[src/verilog/rst_mgr_pkg.sv]
// constants for the reset manager: register map, fields, codes, states
// assumes one clock (the slow clock) and a plain register port
//
// What this block does
// - three active-low resets: processor, peripherals, pin
// - everything runs on the single slow clock
// - state manager requests pin pulses from pin manager
// - power-up pulses pin, then holds while low
// - sampled low pin level reports a user reset
// - user enable cleared: pin low resets nothing
// - status shows current pin level anytime
// - sticky fall flag, cleared by status read
// - irq enable: pin fall interrupts instead
// - pin pulse lasts 2^(len+1) cycles
// - mode register survives all but general reset
// - cause field updates when processor reset releases
// - general reset: mode to reset values, pin rises later
// - backup wake records backup cause
// - user reset asserts processor and peripheral immediately
// - pin input synchronised before use
// - user reset ends after resync plus startup
// - user reset release loads cause 0x4
// - pin held at least pulse length
// - internal resets held while pin stays low, in power-up and user resets only
// - command taken only with key 0xa5
// - software reset lasts three cycles
// - watchdog reset lasts three cycles
// - priority: general, backup, watchdog, software, user
package rst_mgr_pkg;
  // register byte addresses
  localparam logic [3:0] ADDR_CMD  = 4'h0;
  localparam logic [3:0] ADDR_STAT = 4'h4;
  localparam logic [3:0] ADDR_MODE = 4'h8;
  // command fields
  localparam int         KEY_LSB   = 24;
  localparam logic [7:0] CMD_KEY   = 8'ha5;
  localparam int         C_PROC    = 0;
  localparam int         C_PERI    = 2;
  localparam int         C_EXT     = 3;
  // status fields
  localparam int         S_FALL    = 0;
  localparam int         S_CAUSE   = 8;
  localparam int         S_LEVEL   = 16;
  localparam int         S_BUSY    = 17;
  // mode fields and reset values
  localparam int         M_UEN     = 0;
  localparam int         M_IEN     = 4;
  localparam int         M_LEN     = 8;
  localparam logic       UEN_RST   = 1'b1;
  localparam logic       IEN_RST   = 1'b0;
  localparam logic [3:0] LEN_RST   = 4'h0;
  // timing in slow-clock cycles, pulse counter width in bits
  localparam logic [1:0] HOLD_LAST = 2'h2;
  localparam int         PW        = 17;
  // last reset cause codes
  localparam logic [2:0] CA_GEN    = 3'h0;
  localparam logic [2:0] CA_BKUP   = 3'h1;
  localparam logic [2:0] CA_WDT    = 3'h2;
  localparam logic [2:0] CA_SW     = 3'h3;
  localparam logic [2:0] CA_USER   = 3'h4;
  // reset state manager states
  typedef enum logic [5:0] {
    st_idle = 6'h01,
    st_gen  = 6'h02,
    st_bkup = 6'h04,
    st_wdt  = 6'h08,
    st_sw   = 6'h10,
    st_user = 6'h20
  } state_t;
endpackage

[src/verilog/system_reset_manager.sv]
// reset state manager and pin manager in one module
// assumes mclk is the slow clock and rst_b is the general supply reset
//
// Implementation choices: the placing of the registers and the address-and-strobe port.
`timescale 1ns/1ps
module system_reset_manager (
  // clock and general reset
  input  wire logic        mclk,
  input  wire logic        rst_b,
  // register port
  input  wire logic [3:0]  addr,
  input  wire logic [31:0] wdata,
  input  wire logic        wr_en,
  input  wire logic        rd_en,
  output logic      [31:0] rdata,
  // supply controller and watchdog
  input  wire logic        backup_wake,
  input  wire logic        wdt_fault,
  input  wire logic        wdt_proc_only,
  // external reset pin
  input  wire logic        nrst_i,
  output logic             nrst_o,
  output logic             nrst_oe,
  // reset outputs
  output logic             proc_rst_b,
  output logic             periph_rst_b,
  output logic             proc_clk_en,
  output logic             user_irq
);

  ////////////////////////////////////////////////////////////////
  // declarations
  rst_mgr_pkg::state_t state_q;  // current reset state
  rst_mgr_pkg::state_t state_d;  // next reset state
  logic [1:0]    cnt_q;          // cycles spent in state
  logic [rst_mgr_pkg::PW-1:0] pulse_q; // pin pulse countdown
  logic          oe_q;           // pin driven low
  logic          self_q;         // low level is our own pulse
  logic          s1_q;           // pin sync stage one
  logic          s2_q;           // pin sync stage two
  logic          s3_q;           // previous synced level
  logic          fall_q;         // sticky fall flag
  logic          uen_q;          // user reset enable
  logic          ien_q;          // user interrupt enable
  logic [3:0]    len_q;          // pulse length select
  logic [2:0]    cause_q;        // last reset cause
  logic [2:0]    sw_q;           // software command bits
  logic [2:0]    sw_d;
  logic          wpo_q;          // watchdog processor only
  logic          wpo_d;
  logic          proc_q;
  logic          peri_q;
  logic          clk_en_q;
  logic          irq_q;
  logic          pin_o_q;
  logic [31:0]   rdata_q;
  logic          ext_req;        // pin pulse request
  logic          hold;           // user reset waiting for pin
  logic          sw_ok;
  logic          user_req;
  logic          done;
  logic          rd_stat;

  ////////////////////////////////////////////////////////////////
  // functions
  // last count of a pin pulse
  function automatic logic [rst_mgr_pkg::PW-1:0] pulse_top(
    input logic [3:0] len
  );
    logic [4:0] sh;
    sh = {1'b0, len} + 5'h01;
    pulse_top = (rst_mgr_pkg::PW'(1) << sh) - rst_mgr_pkg::PW'(1);
  endfunction

  // processor reset asserted in a state
  function automatic logic proc_on(
    input rst_mgr_pkg::state_t st,
    input logic                swp
  );
    proc_on = (st == rst_mgr_pkg::st_sw) ? swp : (st != rst_mgr_pkg::st_idle);
  endfunction

  // peripheral reset asserted in a state
  function automatic logic peri_on(
    input rst_mgr_pkg::state_t st,
    input logic [2:0]          swb,
    input logic                wpo
  );
    unique case (st)
      rst_mgr_pkg::st_idle: peri_on = 1'b0;
      rst_mgr_pkg::st_sw:   peri_on = swb[1];
      rst_mgr_pkg::st_wdt:  peri_on = !wpo;
      default:              peri_on = 1'b1;
    endcase
  endfunction

  ////////////////////////////////////////////////////////////////
  // request decoding
  assign rd_stat = rd_en && (addr == rst_mgr_pkg::ADDR_STAT);
  // keyed command with at least one bit, idle only
  assign sw_ok = wr_en && (addr == rst_mgr_pkg::ADDR_CMD)
              && (wdata[rst_mgr_pkg::KEY_LSB +: 8] == rst_mgr_pkg::CMD_KEY)
              && (wdata[rst_mgr_pkg::C_PROC] || wdata[rst_mgr_pkg::C_PERI]
                  || wdata[rst_mgr_pkg::C_EXT]);
  // low synced pin not caused by our own pulse
  assign user_req = !s2_q && uen_q && !self_q && !oe_q;
  // pin low or still driven keeps user reset waiting
  assign hold = (state_q == rst_mgr_pkg::st_user) && (oe_q || !s2_q);
  assign done = (cnt_q == rst_mgr_pkg::HOLD_LAST);

  ////////////////////////////////////////////////////////////////
  // next state, priority resolution
  always_comb
  begin
    state_d = state_q;
    ext_req = 1'b0;
    sw_d    = sw_q;
    wpo_d   = wpo_q;
    // backup outranks all but general
    if (backup_wake && (state_q != rst_mgr_pkg::st_bkup)
        && (state_q != rst_mgr_pkg::st_gen))
    begin
      state_d = rst_mgr_pkg::st_bkup;
    end
    else
    begin
      unique case (state_q)
        // idle: watchdog, then software, then user
        rst_mgr_pkg::st_idle:
        begin
          if (wdt_fault)
          begin
            state_d = rst_mgr_pkg::st_wdt;
            wpo_d   = wdt_proc_only;
            ext_req = !wdt_proc_only;
          end
          else if (sw_ok)
          begin
            state_d = rst_mgr_pkg::st_sw;
            sw_d    = {wdata[rst_mgr_pkg::C_EXT], wdata[rst_mgr_pkg::C_PERI],
                       wdata[rst_mgr_pkg::C_PROC]};
            ext_req = wdata[rst_mgr_pkg::C_EXT];
          end
          else if (user_req)
          begin
            state_d = rst_mgr_pkg::st_user;
            ext_req = 1'b1;
          end
        end
        // power-up: leave once pulse over and pin high
        rst_mgr_pkg::st_gen:
        begin
          if (!oe_q && s2_q)
          begin
            state_d = rst_mgr_pkg::st_idle;
          end
        end
        // watchdog preempts a software reset
        rst_mgr_pkg::st_sw:
        begin
          if (wdt_fault)
          begin
            state_d = rst_mgr_pkg::st_wdt;
            wpo_d   = wdt_proc_only;
            ext_req = !wdt_proc_only;
          end
          else if (done)
          begin
            state_d = rst_mgr_pkg::st_idle;
          end
        end
        // user: pin high, then startup count
        rst_mgr_pkg::st_user:
        begin
          if (!hold && done)
          begin
            state_d = rst_mgr_pkg::st_idle;
          end
        end
        // fixed-length states
        default:
        begin
          if (done)
          begin
            state_d = rst_mgr_pkg::st_idle;
          end
        end
      endcase
    end
  end

  ////////////////////////////////////////////////////////////////
  // state register and command latches
  always_ff @(posedge mclk)
  begin
    if (!rst_b)
    begin
      state_q <= rst_mgr_pkg::st_gen;
      sw_q    <= 3'h0;
      wpo_q   <= 1'b0;
    end
    else
    begin
      state_q <= state_d;
      sw_q    <= sw_d;
      wpo_q   <= wpo_d;
    end
  end

  // cycles in state, restarted on entry and while waiting
  always_ff @(posedge mclk)
  begin
    if (!rst_b)
    begin
      cnt_q <= 2'h0;
    end
    else if ((state_d != state_q) || hold)
    begin
      cnt_q <= 2'h0;
    end
    else if (!done)
    begin
      cnt_q <= cnt_q + 2'h1;
    end
  end

  ////////////////////////////////////////////////////////////////
  // reset outputs follow the next state
  always_ff @(posedge mclk)
  begin
    if (!rst_b)
    begin
      proc_q   <= 1'b0;
      peri_q   <= 1'b0;
      clk_en_q <= 1'b0;
    end
    else
    begin
      proc_q   <= !proc_on(state_d, sw_d[0]);
      peri_q   <= !peri_on(state_d, sw_d, wpo_d);
      // clock stopped while user reset waits on the pin
      clk_en_q <= !((state_d == rst_mgr_pkg::st_user) && hold);
    end
  end

  // cause written only as the processor reset releases
  always_ff @(posedge mclk)
  begin
    if (!rst_b)
    begin
      cause_q <= rst_mgr_pkg::CA_GEN;
    end
    else if (!proc_q && !proc_on(state_d, sw_d[0]))
    begin
      unique case (state_q)
        rst_mgr_pkg::st_bkup: cause_q <= rst_mgr_pkg::CA_BKUP;
        rst_mgr_pkg::st_wdt:  cause_q <= rst_mgr_pkg::CA_WDT;
        rst_mgr_pkg::st_sw:   cause_q <= rst_mgr_pkg::CA_SW;
        rst_mgr_pkg::st_user: cause_q <= rst_mgr_pkg::CA_USER;
        default:              cause_q <= rst_mgr_pkg::CA_GEN;
      endcase
    end
  end

  ////////////////////////////////////////////////////////////////
  // pin manager: pulse length countdown
  always_ff @(posedge mclk)
  begin
    if (!rst_b)
    begin
      oe_q    <= 1'b1;
      pulse_q <= rst_mgr_pkg::PW'(1);
    end
    else if (ext_req)
    begin
      oe_q    <= 1'b1;
      pulse_q <= pulse_top(len_q);
    end
    else if (pulse_q != '0)
    begin
      pulse_q <= pulse_q - rst_mgr_pkg::PW'(1);
    end
    else
    begin
      oe_q    <= 1'b0;
    end
  end

  // our own low level must not look like a user reset
  always_ff @(posedge mclk)
  begin
    if (!rst_b)
    begin
      self_q <= 1'b1;
    end
    else if (oe_q)
    begin
      self_q <= 1'b1;
    end
    else if (s2_q)
    begin
      self_q <= 1'b0;
    end
  end

  // pin value is always low, only the enable moves
  always_ff @(posedge mclk)
  begin
    if (!rst_b)
    begin
      pin_o_q <= 1'b0;
    end
    else
    begin
      pin_o_q <= 1'b0;
    end
  end

  // two-stage synchroniser plus edge history
  always_ff @(posedge mclk)
  begin
    if (!rst_b)
    begin
      s1_q <= 1'b1;
      s2_q <= 1'b1;
      s3_q <= 1'b1;
    end
    else
    begin
      s1_q <= nrst_i;
      s2_q <= s1_q;
      s3_q <= s2_q;
    end
  end

  ////////////////////////////////////////////////////////////////
  // sticky fall flag, set beats the read clear
  always_ff @(posedge mclk)
  begin
    if (!rst_b)
    begin
      fall_q <= 1'b0;
    end
    else if (s3_q && !s2_q)
    begin
      fall_q <= 1'b1;
    end
    else if (rd_stat)
    begin
      fall_q <= 1'b0;
    end
  end

  // interrupt when user reset disabled and enabled here
  always_ff @(posedge mclk)
  begin
    if (!rst_b)
    begin
      irq_q <= 1'b0;
    end
    else
    begin
      irq_q <= fall_q && ien_q && !uen_q;
    end
  end

  ////////////////////////////////////////////////////////////////
  // mode register, set to reset values only by the general reset
  always_ff @(posedge mclk)
  begin
    if (!rst_b)
    begin
      uen_q <= rst_mgr_pkg::UEN_RST;
      ien_q <= rst_mgr_pkg::IEN_RST;
      len_q <= rst_mgr_pkg::LEN_RST;
    end
    else if (wr_en && (addr == rst_mgr_pkg::ADDR_MODE))
    begin
      uen_q <= wdata[rst_mgr_pkg::M_UEN];
      ien_q <= wdata[rst_mgr_pkg::M_IEN];
      len_q <= wdata[rst_mgr_pkg::M_LEN +: 4];
    end
  end

  // read data valid only in the cycle after the strobe
  always_ff @(posedge mclk)
  begin
    if (!rst_b)
    begin
      rdata_q <= 32'h0;
    end
    else
    begin
      rdata_q <= 32'h0;
      if (rd_stat)
      begin
        rdata_q[rst_mgr_pkg::S_FALL]     <= fall_q;
        rdata_q[rst_mgr_pkg::S_CAUSE +: 3] <= cause_q;
        rdata_q[rst_mgr_pkg::S_LEVEL]    <= s2_q;
        rdata_q[rst_mgr_pkg::S_BUSY]     <= (state_q == rst_mgr_pkg::st_sw);
      end
      else if (rd_en && (addr == rst_mgr_pkg::ADDR_MODE))
      begin
        rdata_q[rst_mgr_pkg::M_UEN]    <= uen_q;
        rdata_q[rst_mgr_pkg::M_IEN]    <= ien_q;
        rdata_q[rst_mgr_pkg::M_LEN +: 4] <= len_q;
      end
    end
  end

  // outputs straight from flip-flops
  assign rdata        = rdata_q;
  assign nrst_o       = pin_o_q;
  assign nrst_oe      = oe_q;
  assign proc_rst_b   = proc_q;
  assign periph_rst_b = peri_q;
  assign proc_clk_en  = clk_en_q;
  assign user_irq     = irq_q;
endmodule

[config.mk]
export PLATFORM = sky130hd
export DESIGN_NAME = system_reset_manager
export DESIGN_NICKNAME = d
export VERILOG_FILES = /design/src/verilog/rst_mgr_pkg.sv /design/src/verilog/system_reset_manager.sv
export SDC_FILE = /design/constraint.sdc
export NUM_CORES = 1
export LEC_CHECK = 0
export BUFFER_PORTS_ARGS = -buffer_cell sky130_fd_sc_hd__buf_4
export CORE_ASPECT_RATIO = 0.9
export CORE_MARGIN = 1
export CORE_UTILIZATION = 45
export DETAILED_ROUTE_END_ITERATION = 8
export HOLD_SLACK_MARGIN = 0.1
export PLACE_DENSITY_LB_ADDON = 0.15
export SYNTH_ARGS = -nofsm -noshare
export SYNTH_HDL_FRONTEND = slang
export SYNTH_SLANG_ARGS = --single-unit
[constraint.sdc]
create_clock -name mclk -period 4.1 [get_ports mclk]
set_clock_uncertainty 0.2 [all_clocks]
set_input_delay 0 -clock mclk [delete_from_list [all_inputs] [get_ports mclk]]
set_output_delay 0 -clock mclk [all_outputs]
set_load 0.05 [all_outputs]
; ---- Word-level counts from Yosys, hierarchy flattened
; Index checks and enable logic that the tools add are counted.
[word_totals]
ff_bits = 79
input_bits = 44
[classes]
n_mux = 34
add_sub_neg = 4
bitwise_logic = 2
n_reduce_logical = 44
shifts = 1
n_eq_ne = 18
[op_table]
columns = cell, count
row1 = 6-bit 2-to-1 mux, 8
row2 = 17-bit 2-to-1 mux, 2
row3 = 6-bit one-hot mux with 4 select lines, 1
row4 = 1-bit logical AND, 19
row5 = 17-bit nonzero test, 1
row6 = 1-bit by 5-bit << shifter with 17-bit output (first input constant), 1
row7 = 17-bit by 1-bit subtractor with 17-bit output (second input constant), 1
row8 = 17-bit by 2-bit subtractor with 17-bit output (second input constant), 1
row9 = 1-bit 2-to-1 mux, 14
row10 = 6-bit by 1-bit equality test with 1-bit output (second input constant), 2
row11 = 6-bit by 4-bit equality test with 1-bit output (second input constant), 2
row12 = 6-bit by 5-bit equality test with 1-bit output (second input constant), 2
row13 = 6-bit equality test (second input constant), 2
row14 = 3-bit one-hot mux with 4 select lines, 1
row15 = 1-bit zero test, 11
row16 = 8-bit equality test (second input constant), 1
row17 = 2-bit 2-to-1 mux, 4
row18 = 2-bit OR reduction, 4
row19 = 6-bit by 2-bit equality test with 1-bit output (second input constant), 1
row20 = 6-bit by 3-bit equality test with 1-bit output (second input constant), 1
row21 = 6-bit by 1-bit inequality test with 1-bit output (second input constant), 1
row22 = 6-bit by 2-bit inequality test with 1-bit output (second input constant), 1
row23 = 6-bit by 3-bit inequality test with 1-bit output (second input constant), 1
row24 = 6-bit inequality test, 1
row25 = 15 further kinds, 20

; ---- Logic depth before layout (Yosys ltp)
; Gate-level depths: netlist of the first run.
[logic_depth]
word_depth = 13
depth_mapped = 10
mapped_depth_nobuf = 10

; ---- Worst setup path after synthesis of the first run
; OpenSTA, ideal clock, no wires.
[synth_path]
path_type = reg2reg
from = register oe_q (netlist: nrst_oe)
to = register peri_q (netlist: periph_rst_b)
stages_incl_launch_ff = 9
path_buffers = 0
t_arrival_ns = 2.208
setup_slack_ns = 1.606
setup_ns = 0.086
cell_sequence = dfxtp_1 -> nor4b_1 -> nand4b_1 -> a21oi_1 -> o311ai_2 -> o21ai_0 -> nor4_1 -> nor3_1 -> a211oi_1
[synth_via]
elab_chain_cells = 11
[synth_lines]
columns = item, line
row1 = from (decl), system_reset_manager.sv:37  ; logic oe_q;
row2 = from (signal assigned), system_reset_manager.sv:271  ; oe_q <= 1'b1;
row3 = from (signal assigned), system_reset_manager.sv:276  ; oe_q <= 1'b1;
row4 = from (signal assigned), system_reset_manager.sv:285  ; oe_q <= 1'b0;
row5 = 1-bit zero test / 1-bit logical OR (equally long branches), "system_reset_manager.sv:106, system_reset_manager.sv:153, system_reset_manager.sv:108"
row6 = 1-bit logical AND (on tied branches), "system_reset_manager.sv:106, system_reset_manager.sv:108"
row7 = 6-bit 2-to-1 mux / 1-bit zero test (equally long branches), "system_reset_manager.sv:144, system_reset_manager.sv:175"
row8 = 6-bit 2-to-1 mux / 1-bit logical AND (equally long branches), "system_reset_manager.sv:137, system_reset_manager.sv:175"
row9 = 6-bit 2-to-1 mux (on tied branches), "system_reset_manager.sv:131, system_reset_manager.sv:175"
row10 = 6-bit one-hot mux with 4 select lines *, system_reset_manager.sv:127  ; unique case (state_q)
row11 = 6-bit 2-to-1 mux *, system_reset_manager.sv:120  ; if (backup_wake && (state_q != rst_mgr_pkg::st_bkup)
row12 = "6-bit by 4-bit equality test with 1-bit output, or another cell as far along", system_reset_manager.sv:89  ; unique case (st)
row13 = 1-bit one-hot mux with 3 select lines *, system_reset_manager.sv:89
row14 = 1-bit 2-to-1 mux *, system_reset_manager.sv:231  ; if (!rst_b)
row15 = 1-bit zero test *, system_reset_manager.sv:240  ; peri_q <= !peri_on(state_d, sw_d, wpo_d);
row16 = to (signal assigned), system_reset_manager.sv:240
row17 = to (decl), system_reset_manager.sv:52  ; logic peri_q;
; Mark *: on every way between the ends. The rest lies on a longest branch, timed or not. The select of a mux whose other input is x is not followed.
; A chain may end at the register's enable or synchronous reset.

; ---- Worst setup path in the final report of the first run
[layout_path]
from = register state_q[1]
to = register sw_q[1]
[layout_via]
elab_chain_cells = 4
[layout_lines]
columns = item, line
row1 = from (decl), system_reset_manager.sv:33  ; rst_mgr_pkg::state_t state_q;
row2 = from (signal assigned), system_reset_manager.sv:198  ; state_q <= rst_mgr_pkg::st_gen;
row3 = from (signal assigned), system_reset_manager.sv:204  ; state_q <= state_d;
row4 = 6-bit by 3-bit inequality test with 1-bit output, system_reset_manager.sv:120
row5 = 1-bit logical AND, system_reset_manager.sv:120
row6 = 1-bit logical AND, system_reset_manager.sv:121  ; && (state_q != rst_mgr_pkg::st_gen))
row7 = 2-bit 2-to-1 mux *, system_reset_manager.sv:120
row8 = to (signal assigned), system_reset_manager.sv:205  ; sw_q <= sw_d;
row9 = to (decl), system_reset_manager.sv:47  ; logic [2:0] sw_q;
; Mark *: on every way between the ends. The rest lies on a longest branch, timed or not.

==> results of run 1 <==
==> cell type report <==
type / count / area [sq um] / area share, %
multi-input combinational: 312 / 2000 / 50.7
sequential: 55 / 1100 / 27.9
timing repair buffer: 69 / 586 / 14.8
tap: 93 / 116 / 2.95
clock buffer: 5 / 68.8 / 1.74
clock inverter: 3 / 47.5 / 1.21
inverter: 7 / 26.3 / 0.666
==> flip-flops by register name (all words and copies together), names as in the netlist <==
register,flops
cause_q,3
periph_rst_b,1
rdata,8
proc_clk_en,1
fall_q,1
state_q,6
ien_q,1
uen_q,1
len_q,4
user_irq,1
cnt_q,2
self_q,1
sw_q,2
proc_rst_b,1
nrst_oe,1
s3_q,1
s2_q,1
pulse_q,17
wpo_q,1
s1_q,1
==> worst reg2reg max path: cells and delay by family (launching register included) <==
family	cells	cell delay (ns)
AO/OA/AOI/OAI	1	0.58
XOR/XNOR	1	0.23
buffers and inverters	1	0.55
flip-flops	1	0.67
multiplexers	1	0.31
AND/OR/NAND/NOR	2	0.64
==> final timing paths <==
check,startpoint,endpoint,slack (ns)
worst min-delay path,wdata[30],sw_q[0]$_SDFF_PN0_,0.12
worst min register to register,s1_q$_SDFF_PN1_,s2_q$_SDFF_PN1_,0.25
worst max register to register,state_q[1]$_SDFF_PN1_,sw_q[1]$_SDFF_PN0_,0.83
worst max-delay path,state_q[1]$_SDFF_PN1_,sw_q[1]$_SDFF_PN0_,0.83
==> layout by cell type (no fill, tap or decap), types with 4 or more instances in the layout <==
| master | synthesis | final |
|---|---|---|
| dlygate4sd3_1 | 0 | 27 |
| o21ai_0 | 14 | 14 |
| nand2_1 | 35 | 35 |
| a21oi_1 | 21 | 21 |
| conb_1 | 2 | 26 |
| mux2i_1 | 13 | 13 |
| xor2_1 | 9 | 9 |
| a211oi_1 | 4 | 4 |
| nor3_1 | 10 | 10 |
| buf_4 | 26 | 42 |
| xnor2_1 | 11 | 11 |
| inv_1 | 6 | 6 |
| nand3_1 | 19 | 19 |
| or3_1 | 7 | 7 |
| and2_1 | 6 | 6 |
| nor2b_1 | 8 | 8 |
| and3_1 | 4 | 4 |
| nor2_1 | 30 | 30 |
| nor4_1 | 7 | 7 |
| nand2b_1 | 12 | 12 |
| dfxtp_1 | 55 | 55 |
| clkbuf_8 | 0 | 5 |
==> power by group <==
part	switching, mW	internal (mW)	leakage, nW
Combinational	0.505	0.376	1.16
Clock	0.185	0.185	0.0587
Sequential	0.113	0.620	0.447
==> what timing repair did <==
item / in CTS / in global routing
hold buffers: 27 / 0
resized for setup: 0 / 0
endpoints found under the hold margin: 45 / 0
==> layer usage <==
metal | part of all wire [%] | global-route usage (%)
met5 | 0 | 0
met4 | 0.29 | 3.41
met3 | 6.1 | 3.01
met2 | 42 | 33.3
met1 | 51 | 30.8
==> through the flow <==
stage | instances | area, sq um
final | 544 | 3940
after global routing | 544 | 3940
after CTS | 544 | 3940
after floorplan | 422 | 3410
after detailed placement | 509 | 3560
after global placement | 509 | 3560
==> logic make-up (layout without fill, tap and decap cells) <==
| kind of cell | Yosys count | count (layout) | synth area share, % |
|---|---|---|---|
| buffers and inverters | 55 | 84 | 9.56 |
| xor gates and xnor gates | 20 | 20 | 5.27 |
| muxes | 13 | 13 | 3.92 |
| and+or+nand+nor | 170 | 170 | 28.6 |
| other | 2 | 26 | 0.226 |
| AOI/OAI and AO/OA | 80 | 80 | 18.2 |
| DFF | 55 | 55 | 33.1 |
| adders and majority gates | 3 | 3 | 1.13 |
==> metrics, run 1 <==
status=finished, final reports clean; Slew Limit Headroom=53.7%; slowest stage delay, CP=0.67 ns; Crit. End Element=register; critical path's slowest cell=dfxtp_1; clock sink total=55; crit path DAT=3.28 ns; CTS tree=yes; Lkg Pwr=1.67 nW; routed wire length=7830 um; largest net degree at the start of global routing=37; Yosys reg bits=55; Worst path top cell family by delay=flip-flops; fin crit period=3.27 ns; CP Cell Sequence=xnor2_1 -> o41a_1 -> nor4_4 -> mux2i_1 -> nor2b_1 -> dlygate4sd3_1; initial drt markers=228; Yosys top cell area share=33.1%; synth warn=0; Core Util, Final=55.5%; Floorplan Core Area=7110 sq um; vias in the first global route=2731; CTS buffer count=5; CTS root buf=clkbuf_8; Pwr Total=1.99 mW; Data required, critical path=4.10 ns; Final WS setup=0.825 ns; initial antenna violation count=0; ant diodes=0; routability cong.=0.820; top post-synthesis cells by area=dfxtp_1 (33%), buf_4 (5.9%), nand2_1 (4.0%); first-pass GRT wire length=13200 um; CP Class=reg2reg; Final Hold Fails=0; fin. max-slew vios=0; ANT nets after route=0; prevailing post-synth register cell=dfxtp_1; total number of vias=2913; Worst-path clk slew=0.10 ns; Syn Area/Cell=8.35 sq um; Final Setup Violations=0; Post-synth EDFFs=0; Seq/Total Area, Yosys=33.1%; area delta synth->final=18.7%; routed wire length per instance=14.4 um; ranking of synthesized cells by instance count=dfxtp_1 (55), nand2_1 (35), nor2_1 (30), buf_4 (26), a21oi_1 (21); # port buffers=40; clk_lat worst skew=0.31 ns; cell taking the most area after synthesis=dfxtp_1; DPL Wire Length=5310 um; CP max FO=16; fillers=696; DP Worst Slack=1.01 ns; post-synthesis instance total=398; vias per inst=5.35; CTS H-Tree Depth=2; Slew @ Worst Pin=0.693 ns; depth of the worst register-to-register path=6; Setup crit start kind=register; TritonRoute pass-1 iters=4; num rows=29; Hold WC Path Type=in2reg; final net count=497; f_max=305 MHz; Max IR drop VDD=207 uV; Total GRT Usage=21.1%; Worst Path Buf+Inv=1; top-count cell post-synth=dfxtp_1; library cells used by synthesis=75; Die H=83.5 um; Post CTS Setup Buffer Count=0; MaxCap Viol Count=0; hold slack=0.125 ns; DIE WIDTH=92.6 um; CTS max path bufs=2; layout cells sized above 1=14.9%; starting density of the core=46.7%; RSZ-0062 raised after global routing=false; gr ovfl total=0; DR DRC count=0; Async SR Flop Fraction=0%; TNS Setup=0 ns; synthesized cell area=3320 sq um; critical path depth=6; power density over the cells=503 nW/um^2; Worst Hold Depth=6; Die ar.=7730 sq um; Period Utilization, post-route=79.9%; io pins=82
No activity file was read; power rests on OpenSTA's default activity.
==> run 2, diff against run 1 <==
==> constraint.sdc (replaced) <==
create_clock -name mclk -period 3.36 [get_ports mclk]
set_clock_uncertainty 0.2 [all_clocks]
set_input_delay 0 -clock mclk [delete_from_list [all_inputs] [get_ports mclk]]
set_output_delay 0 -clock mclk [all_outputs]
set_load 0.05 [all_outputs]
==> metrics, run 2 (synthesis results as in run 1) <==
Hold WC Path Type=in2reg; max FFs per register=17 (unchanged); Die ar.=7730 sq um (unchanged); DIE WIDTH=92.6 um (unchanged); initial drt markers=167 (-27%); DP Worst Slack=0.326 ns (-0.685 ns); routed wire length=7700 um (-1.6%); DR DRC count=0 (unchanged); Slew @ Worst Pin=0.747 ns (+0.0533 ns); Multi-input gate area=2000 sq um (unchanged); Lkg Pwr=1.68 nW (+0.58%); final net count=500 (+0.60%); DPL Wire Length=5490 um (+3.3%); power density over the cells=612 nW/um^2 (+22%); total number of vias=2956 (+1.5%); starting density of the core=46.7% (unchanged); RSZ-0062 raised after global routing=false; # port buffers=40 (unchanged); CTS root buf=clkbuf_8; TritonRoute pass-1 iters=5 (+1); Core Util, Final=55.7% (+0.21 points); Cell Area, Placed=3590 sq um (+1.1%); Floorplan Core Area=7110 sq um (unchanged); Pwr Total=2.42 mW (+22%); Crit Reg-Reg Endpoint=sw_q[1]$_SDFF_PN0_; Data required, critical path=3.34 ns (-0.76 ns); Final WS setup=0.161 ns (-0.665 ns); Final Hold Fails=0 (unchanged); initial antenna violation count=0 (unchanged); Total GRT Usage=20.3% (-0.78 points); CTS buffer count=5 (unchanged); RR Startpoint=state_q[4]$_SDFF_PN0_; ANT nets after route=0 (unchanged); Period Utilization, post-route=95.2% (+15 points); routability cong.=0.890 (+8.5%); area delta synth->final=19.1%; Die H=83.5 um (unchanged); Final Setup Violations=0 (unchanged); clock sink total=55 (unchanged); Worst-path clk slew=0.11 ns (about the same); clk_lat worst skew=0.30 ns (about the same); Post CTS Setup Buffer Count=0 (unchanged); TNS Setup=0 ns (unchanged); CTS max path bufs=2 (unchanged); worst hold start=wdata[30]; sequential cell area=1100 sq um (+0.11%); gr ovfl total=0 (unchanged); most common cell after layout, fill and taps aside=dfxtp_1; depth of the worst register-to-register path=6 (unchanged); CP Class=reg2reg; layout cells sized above 1=16.1% (+1.2 points); CP startpoint=state_q[4]$_SDFF_PN0_; Setup crit end=sw_q[1]$_SDFF_PN0_; crit path DAT=3.18 ns (-0.10 ns); fillers=658 (-5.5%); fin crit period=3.20 ns (-0.0754 ns); routed wire length per instance=14.1 um (-2.2%); ant diodes=0 (unchanged); Worst R2R Setup Slack=0.16 ns (-0.66 ns); Max IR drop VDD=304 uV (+47%); largest net degree at the start of global routing=37 (unchanged); most frequent cells in the layout=dfxtp_1 (54), buf_4 (47), nand2_1 (35), nor2_1 (30), conb_1 (26); Crit. End Element=register; Slew Limit Headroom=50.2% (-3.5 points); f_max=313 MHz (+2.4%); status=finished, final reports clean; fin. max-slew vios=0 (unchanged); fin area=3960 sq um (+0.38%); CP max FO=14 (-2); num rows=29 (unchanged); CTS H-Tree Depth=2 (unchanged); Setup crit start kind=register; MaxCap Viol Count=0 (unchanged); CTS tree=yes; first-pass GRT wire length=12700 um (-3.6%); io pins=82 (unchanged); vias per inst=5.40 (+0.92%); Largest Register=pulse_q; vias in the first global route=2692 (-1.4%)
run 2: changes by cell type in the layout (fill, tap and decap cells not counted), sizes merged:
cell         before  now
clkinv            2    3
buf              42   47
inv               7    6
dlygate4sd3      27   25
run 2: critical path: stages (launching register included):
cell and delay (ns):
dfxtp_1 0.48, or2_4 0.35, o41a_1 0.61, nor4_4 0.55, mux2i_1 0.29, nor2b_1 0.07, dlygate4sd3_1 0.55
run 2: what timing repair did:
item / 4_1_cts / 5_1_grt
hold buffers: 25 / 0
hold endpoints to repair: 44 / 0
endpoints found under the setup margin: 0 / 1
resized for setup: 0 / 1
run 2: cell type report:
cell class,count,area share (%)
Timing Repair Buffer,72,15.2
Clock inverter,3,1.11
Tap cell,93,2.94
Multi-Input combinational cell,312,50.5
Sequential cell,55,27.8
Inverter,7,0.664
Clock buffer,5,1.74
run 2: report_power, final:
group	internal [mW]	switching [mW]	total (mW)
clock network	0.222	0.214	0.437
registers	0.758	0.121	0.879
logic	0.467	0.641	1.11
run 2: how the worst min path moves through the flow:
stage | depth (start not counted) | end | slack [ns]
6_report | 6 | sw_q[0]$_SDFF_PN0_ | 0.12
2_1_floorplan | 1 | s1_q$_SDFF_PN1_ | -0.1
3_5_place_dp | 2 | s1_q$_SDFF_PN1_ | 0.002
4_1_cts | 6 | sw_q[0]$_SDFF_PN0_ | 0.11
5_1_grt | 6 | sw_q[0]$_SDFF_PN0_ | 0.17
3_3_place_gp | 2 | s1_q$_SDFF_PN1_ | -0.01
run 2: metal layers:
layer  up-vias  track usage [%]  part of all wire (%)
li1       1468                -                     -
met1      1387             29.2                    51
met2        97             31.9                    43
met3         4             3.55                   5.3
met4         0             3.41                  0.40
met5         -                0                     0
run 2: metrics by stage:
step / instances / hold WS [ns]
4_1_cts: 547 / 0.109
2_1_floorplan: 422 / -0.0985
6_report: 547 / 0.121
3_3_place_gp: 514 / -0.00963
3_5_place_dp: 514 / 0.00200
5_1_grt: 547 / 0.167
